[config.mk]
export PLATFORM = sky130hd
export DESIGN_NAME = ncp_parser
export DESIGN_NICKNAME = d
export VERILOG_FILES = /design/src/hdl/ncp_pkg.sv /design/src/hdl/ncp_strm_if.sv /design/src/hdl/ncp_parser.sv /design/src/hdl/ncp_buf.sv
export SDC_FILE = /design/constraint.sdc
export NUM_CORES = 2
export LEC_CHECK = 0
export ABC_AREA = 0
export BUFFER_PORTS_ARGS = -buffer_cell sky130_fd_sc_hd__buf_4
export CORE_MARGIN = 4
export CORE_UTILIZATION = 54
export CTS_CLUSTER_SIZE = 28
export DETAILED_ROUTE_END_ITERATION = 7
export PLACE_DENSITY = 0.74
export SYNTH_ARGS = -nofsm -noshare
export SYNTH_HDL_FRONTEND = slang
export SYNTH_SLANG_ARGS = --single-unit
[constraint.sdc]
create_clock -name ref_clk -period 5.05 [get_ports ref_clk]
set_input_delay 0.7575 -clock ref_clk [delete_from_list [all_inputs] [get_ports ref_clk]]
set_output_delay 0.7575 -clock ref_clk [all_outputs]
set_load 0.005 [all_outputs]
[src/hdl/ncp_pkg.sv]
package ncp_pkg;
    // Sentence framing, sign, decimal point and hex digit characters
    localparam logic [7:0] CH_DOLLAR = 8'h24;
    localparam logic [7:0] CH_STAR = 8'h2A;
    localparam logic [7:0] CH_COMMA = 8'h2C;
    localparam logic [7:0] CH_MINUS = 8'h2D;
    localparam logic [7:0] CH_DOT = 8'h2E;
    localparam logic [7:0] CH_CR = 8'h0D;
    localparam logic [7:0] CH_LF = 8'h0A;
    localparam logic [7:0] CH_0 = 8'h30;
    localparam logic [7:0] CH_9 = 8'h39;
    localparam logic [7:0] CH_UA = 8'h41;
    localparam logic [7:0] CH_UF = 8'h46;
    // Proprietary prefix letters, first letter in the top byte
    localparam logic [3:0][7:0] PREFIX = 32'h5053_5246;
    localparam logic [2:0] PREFIX_LEN = 3'h4;

    // Command identifiers
    localparam logic [31:0] ID_RATE_QUERY = 32'h0000_0067;
    localparam logic [31:0] ID_GEO_INIT = 32'h0000_0068;
    localparam logic [31:0] ID_DEBUG_SW = 32'h0000_0069;
    localparam logic [31:0] ID_DATUM_SEL = 32'h0000_006A;

    // Fields per sentence, identifier counted as field 0
    localparam logic [3:0] NF_RATE_QUERY = 4'h5;
    localparam logic [3:0] NF_GEO_INIT = 4'h9;
    localparam logic [3:0] NF_SINGLE = 4'h2;
    localparam int MAX_FIELDS = 9;

    // Sentence selector codes, query modes and field limits
    localparam int NUM_MSG = 6;
    localparam logic [31:0] MSG_GGA = 32'h0000_0000;
    localparam logic [31:0] MSG_VTG = 32'h0000_0005;
    localparam logic [31:0] MODE_PERIODIC = 32'h0000_0000;
    localparam logic [31:0] MODE_QUERY = 32'h0000_0001;
    localparam logic [31:0] RATE_MAX = 32'h0000_00FF;
    localparam logic [31:0] FLAG_MAX = 32'h0000_0001;
    localparam logic [31:0] BYTE_MAX = 32'h0000_00FF;
    localparam logic [31:0] WEEK_MAX = 32'h0000_FFFF;
    localparam logic [31:0] CHAN_MIN = 32'h0000_0001;
    localparam logic [31:0] CHAN_MAX = 32'h0000_000C;

    // Restart mask bits
    localparam int RST_VALID_BIT = 0;
    localparam int RST_EPH_BIT = 1;
    localparam int RST_MEM_BIT = 2;

    // Oscillator defaults in Hz
    localparam logic [31:0] OSC_DEF_BASE_HZ = 32'h0001_24F8;
    localparam logic [31:0] OSC_DEF_ALT_HZ = 32'h0001_7318;

    // Reset values
    localparam logic [7:0] RATE_RESET = 8'h00;
    localparam logic [7:0] DATUM_WGS84 = 8'h00;

    // Diagnostic codes
    localparam logic [7:0] DG_CKSUM = 8'h01;
    localparam logic [7:0] DG_RANGE = 8'h02;
    localparam logic [7:0] DG_UNKNOWN = 8'h03;
    localparam logic [7:0] DG_FORMAT = 8'h04;

    typedef enum logic [2:0] {
        ST_IDLE = 3'b000,
        ST_BODY = 3'b001,
        ST_CK_HI = 3'b010,
        ST_CK_LO = 3'b011,
        ST_CR = 3'b100,
        ST_LF = 3'b101,
        ST_EXEC = 3'b110,
        ST_DIAG = 3'b111
    } ncp_state_e;
endpackage

[src/hdl/ncp_strm_if.sv]
`timescale 1ns/100ps
interface ncp_strm_if #(parameter int W = 8);
    logic [W-1:0] data;
    logic valid;
    logic ready;
    modport src (output data, output valid, input ready);
    modport snk (input data, input valid, output ready);
endinterface

[src/hdl/ncp_parser.sv]
`timescale 1ns/100ps
module ncp_parser
    import ncp_pkg::*;
#(
    parameter bit ALT_VARIANT = 1'b0,
    parameter logic [7:0] DATUM_DEFAULT = DATUM_WGS84
) (
    input wire logic ref_clk,
    input wire logic sys_rst,
    input wire logic [7:0] rx_data,
    input wire logic rx_valid,
    output logic rx_ready,
    output logic [NUM_MSG*8-1:0] msg_rate,
    output logic [NUM_MSG-1:0] msg_cksum_en,
    output logic query_pulse,
    output logic [2:0] query_msg,
    output logic store_pulse,
    output logic [2:0] store_msg,
    output logic restart_pulse,
    output logic [31:0] geo_lat,
    output logic geo_lat_north,
    output logic [31:0] geo_lon,
    output logic geo_lon_east,
    output logic [31:0] geo_alt,
    output logic [31:0] geo_osc_hz,
    output logic [31:0] geo_tow,
    output logic [15:0] geo_week,
    output logic [7:0] geo_chan,
    output logic geo_data_valid,
    output logic geo_clear_eph,
    output logic geo_clear_mem,
    output logic debug_on,
    output logic [7:0] datum_sel,
    output logic reject_pulse,
    output logic [7:0] diag_data,
    output logic diag_valid,
    input wire logic diag_ready
);
    typedef struct packed {
        ncp_state_e st;
        logic rdy;
        logic [7:0] xsum;
        logic [7:0] rx_ck;
        logic ck_fmt;
        logic [3:0] fidx;
        logic [31:0] acc;
        logic neg;
        logic frac;
        logic [2:0] cpos;
        logic pre_ok;
        logic fmt;
        logic [MAX_FIELDS-1:0][31:0] fld;
        logic [MAX_FIELDS-1:0] sgn;
        logic [7:0] dcode;
        logic [NUM_MSG-1:0][7:0] rate;
        logic [NUM_MSG-1:0] cks;
        logic qp;
        logic [2:0] qm;
        logic sp;
        logic [2:0] sm;
        logic rp;
        logic [31:0] lat, lon, alt, osc, tow;
        logic north, east;
        logic [15:0] week;
        logic [7:0] chan;
        logic dv, ce, cm;
        logic dbg;
        logic [7:0] datum;
        logic [31:0] osc_saved;
        logic osc_have;
        logic rej;
    } ncp_core_s;

    ncp_core_s s_q, s_d;
    ncp_strm_if #(.W(8)) diag_if ();

    function automatic ncp_core_s close_field(ncp_core_s s);
        ncp_core_s r;
        r = s;
        if (s.fidx < 4'(MAX_FIELDS)) begin
            r.fld[s.fidx] = s.neg ? 32'(-s.acc) : s.acc;
            r.sgn[s.fidx] = s.neg;
        end else begin
            r.fmt = 1'b1;
        end
        if (s.fidx != 4'hF) begin
            r.fidx = s.fidx + 4'h1;
        end
        r.acc = '0;
        r.neg = 1'b0;
        r.frac = 1'b0;
        return r;
    endfunction

    function automatic logic [4:0] hex_val(logic [7:0] c);
        logic [4:0] v;
        v = 5'h10;
        if (c >= CH_0 && c <= CH_9) begin
            v = {1'b0, 4'(c - CH_0)};
        end else if (c >= CH_UA && c <= CH_UF) begin
            v = {1'b0, 4'(c - CH_UA + 8'h0A)};
        end
        return v;
    endfunction

    logic [7:0] c;
    logic take, is_digit;
    logic [4:0] hv;
    logic [31:0] digit;
    logic bad_ck, bad_fmt, bad_range, unknown;

    assign c = rx_data;
    assign take = rx_valid && s_q.rdy;
    assign is_digit = (c >= CH_0) && (c <= CH_9);
    assign hv = hex_val(c);
    assign digit = {24'h00_0000, c} - {24'h00_0000, CH_0};

    // Sentence verdict, evaluated in the execute state
    always_comb begin
        bad_ck = s_q.ck_fmt || (s_q.rx_ck != s_q.xsum);
        bad_fmt = s_q.fmt || !s_q.pre_ok || (s_q.cpos != PREFIX_LEN);
        unknown = 1'b0;
        bad_range = 1'b0;
        case (s_q.fld[0])
            ID_RATE_QUERY: begin
                bad_fmt = bad_fmt || (s_q.fidx != NF_RATE_QUERY);
                bad_range = (s_q.fld[1] > MSG_VTG) || (s_q.fld[2] > MODE_QUERY)
                    || (s_q.fld[3] > RATE_MAX) || (s_q.fld[4] > FLAG_MAX);
            end
            ID_GEO_INIT: begin
                bad_fmt = bad_fmt || (s_q.fidx != NF_GEO_INIT);
                bad_range = (s_q.fld[6] > WEEK_MAX) || (s_q.fld[7] < CHAN_MIN)
                    || (s_q.fld[7] > CHAN_MAX) || (s_q.fld[8] > BYTE_MAX);
            end
            ID_DEBUG_SW: begin
                bad_fmt = bad_fmt || (s_q.fidx != NF_SINGLE);
                bad_range = (s_q.fld[1] > FLAG_MAX);
            end
            ID_DATUM_SEL: begin
                bad_fmt = bad_fmt || (s_q.fidx != NF_SINGLE);
                bad_range = (s_q.fld[1] > BYTE_MAX);
            end
            default: begin
                unknown = 1'b1;
            end
        endcase
    end

    always_comb begin
        s_d = s_q;
        s_d.qp = 1'b0;
        s_d.sp = 1'b0;
        s_d.rp = 1'b0;
        s_d.rej = 1'b0;
        if (take && c == CH_DOLLAR) begin
            s_d.st = ST_BODY;
            s_d.xsum = '0;
            s_d.fidx = '0;
            s_d.acc = '0;
            s_d.neg = 1'b0;
            s_d.frac = 1'b0;
            s_d.cpos = '0;
            s_d.pre_ok = 1'b1;
            s_d.fmt = 1'b0;
            s_d.ck_fmt = 1'b0;
            s_d.fld = '0;
            s_d.sgn = '0;
        end else begin
            case (s_q.st)
                ST_IDLE: begin
                end
                ST_BODY: begin
                    if (take) begin
                        if (c == CH_STAR) begin
                            s_d = close_field(s_q);
                            s_d.st = ST_CK_HI;
                        end else begin
                            s_d.xsum = s_q.xsum ^ c;
                            if (c == CH_COMMA) begin
                                s_d = close_field(s_d);
                            end else if (s_q.fidx == 4'h0 && s_q.cpos < PREFIX_LEN) begin
                                if (c != PREFIX[2'h3 - s_q.cpos[1:0]]) begin
                                    s_d.pre_ok = 1'b0;
                                end
                                s_d.cpos = s_q.cpos + 3'h1;
                            end else if (is_digit) begin
                                // Fraction digits are dropped: only whole units are kept
                                if (!s_q.frac) begin
                                    s_d.acc = 32'(s_q.acc * 32'h0000_000A + digit);
                                end
                            end else if (c == CH_MINUS && s_q.acc == '0 && !s_q.frac) begin
                                s_d.neg = 1'b1;
                            end else if (c == CH_DOT) begin
                                s_d.frac = 1'b1;
                            end else begin
                                s_d.fmt = 1'b1;
                            end
                        end
                    end
                end
                ST_CK_HI: begin
                    if (take) begin
                        s_d.rx_ck[7:4] = hv[3:0];
                        s_d.ck_fmt = hv[4];
                        s_d.st = ST_CK_LO;
                    end
                end
                ST_CK_LO: begin
                    if (take) begin
                        s_d.rx_ck[3:0] = hv[3:0];
                        s_d.ck_fmt = s_q.ck_fmt || hv[4];
                        s_d.st = ST_CR;
                    end
                end
                ST_CR: begin
                    if (take) begin
                        s_d.fmt = s_q.fmt || (c != CH_CR);
                        s_d.st = (c == CH_CR) ? ST_LF : ST_EXEC;
                    end
                end
                ST_LF: begin
                    if (take) begin
                        s_d.fmt = s_q.fmt || (c != CH_LF);
                        s_d.st = ST_EXEC;
                    end
                end
                ST_EXEC: begin
                    s_d.st = ST_IDLE;
                    if (bad_ck || bad_fmt || unknown || bad_range) begin
                        s_d.rej = 1'b1;
                        if (bad_ck) begin
                            s_d.dcode = DG_CKSUM;
                        end else if (bad_fmt) begin
                            s_d.dcode = DG_FORMAT;
                        end else if (unknown) begin
                            s_d.dcode = DG_UNKNOWN;
                        end else begin
                            s_d.dcode = DG_RANGE;
                        end
                        if (s_q.dbg) begin
                            s_d.st = ST_DIAG;
                        end
                    end else begin
                        case (s_q.fld[0])
                            ID_RATE_QUERY: begin
                                s_d.cks[s_q.fld[1][2:0]] = s_q.fld[4][0];
                                s_d.sp = 1'b1;
                                s_d.sm = s_q.fld[1][2:0];
                                if (s_q.fld[2] == MODE_PERIODIC) begin
                                    s_d.rate[s_q.fld[1][2:0]] = s_q.fld[3][7:0];
                                end else begin
                                    s_d.qp = 1'b1;
                                    s_d.qm = s_q.fld[1][2:0];
                                end
                            end
                            ID_GEO_INIT: begin
                                s_d.lat = s_q.fld[1];
                                s_d.north = !s_q.sgn[1];
                                s_d.lon = s_q.fld[2];
                                s_d.east = !s_q.sgn[2];
                                s_d.alt = s_q.fld[3];
                                if (s_q.fld[4] != '0) begin
                                    s_d.osc = s_q.fld[4];
                                    s_d.osc_saved = s_q.fld[4];
                                    s_d.osc_have = 1'b1;
                                end else if (s_q.osc_have) begin
                                    s_d.osc = s_q.osc_saved;
                                end else begin
                                    s_d.osc = ALT_VARIANT ? OSC_DEF_ALT_HZ : OSC_DEF_BASE_HZ;
                                end
                                s_d.tow = s_q.fld[5];
                                s_d.week = s_q.fld[6][15:0];
                                s_d.chan = s_q.fld[7][7:0];
                                s_d.dv = s_q.fld[8][RST_VALID_BIT];
                                s_d.ce = s_q.fld[8][RST_EPH_BIT];
                                s_d.cm = s_q.fld[8][RST_MEM_BIT];
                                s_d.rp = 1'b1;
                            end
                            ID_DEBUG_SW: begin
                                s_d.dbg = s_q.fld[1][0];
                            end
                            default: begin
                                s_d.datum = s_q.fld[1][7:0];
                            end
                        endcase
                    end
                end
                ST_DIAG: begin
                    // Parser waits here while the diagnostic buffer is full
                    if (diag_if.ready) begin
                        s_d.st = ST_IDLE;
                    end
                end
                default: begin
                    s_d.st = ST_IDLE;
                end
            endcase
        end
        s_d.rdy = (s_d.st != ST_EXEC) && (s_d.st != ST_DIAG);
    end

    always_ff @(posedge ref_clk) begin
        if (sys_rst) begin
            s_q <= '0;
            s_q.st <= ST_IDLE;
            s_q.rdy <= 1'b1;
            s_q.rate <= {NUM_MSG{RATE_RESET}};
            s_q.dbg <= 1'b0;
            s_q.datum <= DATUM_DEFAULT;
        end else begin
            s_q <= s_d;
        end
    end

    assign diag_if.data = s_q.dcode;
    assign diag_if.valid = (s_q.st == ST_DIAG);

    ncp_buf #(.W(8)) u_diag_buf (
        .ref_clk(ref_clk),
        .sys_rst(sys_rst),
        .up(diag_if.snk),
        .out_data(diag_data),
        .out_valid(diag_valid),
        .out_ready(diag_ready)
    );

    assign rx_ready = s_q.rdy;
    assign msg_rate = s_q.rate;
    assign msg_cksum_en = s_q.cks;
    assign query_pulse = s_q.qp;
    assign query_msg = s_q.qm;
    assign store_pulse = s_q.sp;
    assign store_msg = s_q.sm;
    assign restart_pulse = s_q.rp;
    assign geo_lat = s_q.lat;
    assign geo_lat_north = s_q.north;
    assign geo_lon = s_q.lon;
    assign geo_lon_east = s_q.east;
    assign geo_alt = s_q.alt;
    assign geo_osc_hz = s_q.osc;
    assign geo_tow = s_q.tow;
    assign geo_week = s_q.week;
    assign geo_chan = s_q.chan;
    assign geo_data_valid = s_q.dv;
    assign geo_clear_eph = s_q.ce;
    assign geo_clear_mem = s_q.cm;
    assign debug_on = s_q.dbg;
    assign datum_sel = s_q.datum;
    assign reject_pulse = s_q.rej;
endmodule

[src/hdl/ncp_buf.sv]
`timescale 1ns/100ps
module ncp_buf #(
    parameter int W = 8
) (
    input wire logic ref_clk,
    input wire logic sys_rst,
    ncp_strm_if.snk up,
    output logic [W-1:0] out_data,
    output logic out_valid,
    input wire logic out_ready
);
    typedef struct packed {
        logic [W-1:0] d0;
        logic [W-1:0] d1;
        logic [1:0] cnt;
    } ncp_buf_s;

    ncp_buf_s s_q, s_d;
    logic pop, push;

    assign out_data = s_q.d0;
    assign out_valid = (s_q.cnt != 2'h0);
    // Ready comes from the count flop, so the source sees a full buffer at once
    assign up.ready = (s_q.cnt != 2'h2);
    assign pop = out_valid && out_ready;
    assign push = up.valid && up.ready;

    always_comb begin
        s_d = s_q;
        if (pop) begin
            s_d.d0 = s_q.d1;
            s_d.cnt = s_q.cnt - 2'h1;
        end
        if (push) begin
            if (s_d.cnt == 2'h0) begin
                s_d.d0 = up.data;
            end else begin
                s_d.d1 = up.data;
            end
            s_d.cnt = s_d.cnt + 2'h1;
        end
    end

    always_ff @(posedge ref_clk) begin
        if (sys_rst) begin
            s_q <= '0;
        end else begin
            s_q <= s_d;
        end
    end
endmodule

==> reports/results.ini <==
[layout]
final_cell_mix = dfxtp_1 (659), nand2_1 (507), nor2_1 (447)
final_common_cell = dfxtp_1
finalInstanceArea_mm2 = 0.0335
fin_nets = 3616
antennaDiodeCount = 0
areaGrowthSynthToFinish_pct = 11.8
drive_gt1_frac = 0.156
final_util = 0.609
fill_cells = 4767

[die]
fp.dieH_um = 244
dieArea_mm2 = 0.0593
start_util = 0.545
design.core.area_mm2 = 0.0550
io_pins = 284
die_x_um = 244
row_count = 86

[clock_network]
cts_sinks = 660
cts_buffers = 68
path_clk_slew_ps = 60
cts.hold.buffers_added = 0
cts_buffer_depth = 3
clk_latency_ps = 610
cts-root-buf = clkbuf_16
h-tree-depth = 3
cts_tree = built

[critical_path]
cp_num_buf_inv = 2
worstPathCellList = ha_1 -> ha_2 -> fa_2 -> a21o_1 -> a21oi_2 -> o21ai_2 -> buf_4 -> a31o_2 -> a21oi_2 -> xnor2_1 -> ha_1 -> nand3_2 -> o22ai_1 -> or2_2 -> or4_4 -> a31oi_2 -> a211oi_1 -> o41ai_1 -> buf_4 -> o21a_1 -> xor2_1 -> o21ai_0
critPathSlowestCell = or4_4
cp_top_family = compound AO/OA/AOI/OAI gates
crit_required_ps = 5520
critPathCaptureType = register
cpPeakStageDelay_ps = 520
cp_max_fo = 3
worst-setup-path-type = reg2reg
crit_arrival_ps = 5380
cp-start-kind = register

[grt]
grtUsageMet2 = 0.432
met3_usage = 0.0349
met1_usage = 0.359
grt_max_degree = 190
grtUsageTotal = 0.266
overflow = 0
antenna_found_initial = 0
busiest_layer = met2
grt_pass1_wl_um = 127000
grt_pass1_vias = 22000

[timing]
fmax_mhz = 204
fin_crit_sh = 0.971
setup_viol = 0
hold_violations = 0
final_max_slew_viol_count = 0
fin_crit_ps = 4900
tightest_slew_ps = 1250
skew_ps = 23.0
slew_headroom = 0.168

[power]
vdd_drop_max_mv = 0.236
leakagePower_uw = 0.0129
powerDensity_mw_per_mm2 = 315

[detailed_routing]
first_pass_iters = 5
route.detailed.drc = 0
via_per_inst = 5.66
detail-route-antenna-nets = 0
wl_um = 83000
vias = 24300
wire_per_inst_um = 19.3
dr.first_iter.drc_count = 2213

[status]
status = complete, no violations

[logic_synthesis]
synth_ff_type = dfxtp_1
synth_cell_types = 72
ys_ff_latch = 660
yosysSeqAreaShare = 0.441
async_reset_ff_frac = 0
synth.cell_area_mm2 = 0.0300
syn_area_per_cell_um2 = 8.46
synth_nets = 3659
synthCells = 3539
synth_edf_count = 0
yosysWarnings = 0

[flow_run]
maxCapViolCount = 0

[min_path]
hp-class = reg2reg

[place]
hpwlAfterDp_um = 55400
place.gp.congestion = 0.867
numPortBuffers = 283
placedInstanceArea_mm2 = 0.0311

synthesized netlist by cell type (52+ instances only):
cell,instances,area share
dfxtp_1,660,0.44
nand2_1,507,0.064
nor2_1,448,0.056
a211oi_1,279,0.070
a21oi_1,279,0.047
buf_4,260,0.065
clkbuf_1,165,0.021
ha_1,106,0.044
o21ai_0,84,0.014
mux2i_1,83,0.028
nor4_1,78,0.016
nor3_1,63,0.011
xor2_1,61,0.018
buf_2,52,0.0087
worst min-delay path: stages (launching register included):
cell	delay, ps
dfxtp_1	300
nand2_1	50
a21oi_1	50
worst paths after layout:
path	from	end	slack, ps	depth (start not counted)
hold reg to reg	s_q[15]	s_q[15]	440	2
setup reg to reg	s_q[608]	s_q[637]	150	22
setup / recovery	s_q[608]	s_q[637]	150	22
hold / removal	s_q[15]	s_q[15]	440	2
metal layers:
| layer | vias up | part of all wire |
|---|---|---|
| met4 | 0 | 0.040 |
| met2 | 731 | 0.47 |
| met5 | - | 0 |
| met1 | 11500 | 0.44 |
| met3 | 156 | 0.056 |
| li1 | 11900 | - |
kinds of logic after synthesis:
family                     share of synthesized area
muxes                                         0.0277
xor gates and xnor gates                      0.0322
and+or+nand+nor                                0.192
DFF                                            0.441
adders and majority gates                     0.0456
buffers and inverters                         0.0995
AOI/OAI and AO/OA                              0.162
power breakdown:
part	total [uW]	internal [uW]	switching, uW
registers	5210	5210	0.146
clock network	5150	3000	2150
logic	197	48.1	149
total	10500	8260	2290
final cells by class:
class / count / area, um2 / share of cell area
inverter: 31 / 116 / 0.00347
tap: 748 / 936 / 0.0279
sequential: 660 / 13200 / 0.394
timing repair buffer: 373 / 2880 / 0.0861
clock buffer: 97 / 1960 / 0.0586
multi-input combinational: 2362 / 14000 / 0.419
clock inverter: 23 / 343 / 0.0102
per-stage QoR:
step | hold slack (ps) | setup TNS [ps] | std cells | setup WS [ps] | total power [uW]
floorplan | 413 | 0 | 3539 | 147 | 5460
global placement | 433 | 0 | 4172 | 57.2 | 5510
detailed placement | 438 | -18.1 | 4172 | -18.1 | 5510
CTS | 447 | 0 | 4292 | 22.9 | 10600
global route | 461 | -89.3 | 4294 | -76.8 | 10800
finish | 444 | 0 | 4294 | 149 | 10500
repair_timing:
item                                    4_1_cts  5_1_grt
pin swaps                                     0        6
gates cloned                                  0        0
endpoints found under the setup margin        1        5
resized for setup                             1       20
buffers inserted                              0        2
sequential cells by signal (all words and copies together), names as in the netlist, 3 cells and up:
| signal | cells |
|---|---|
| geo_osc_hz | 32 |
| msg_rate | 48 |
| s_q | 381 |
| geo_alt | 32 |
| datum_sel | 8 |
| u_diag_buf.s_q | 5 |
| geo_week | 16 |
| diag_if.data | 3 |
| u_diag_buf.out_data | 8 |
| geo_tow | 32 |
| msg_cksum_en | 6 |
| geo_chan | 8 |
| geo_lat | 32 |
| query_msg | 3 |
| store_msg | 3 |
| geo_lon | 32 |
Note: power is estimated with default switching activity, not from simulation.
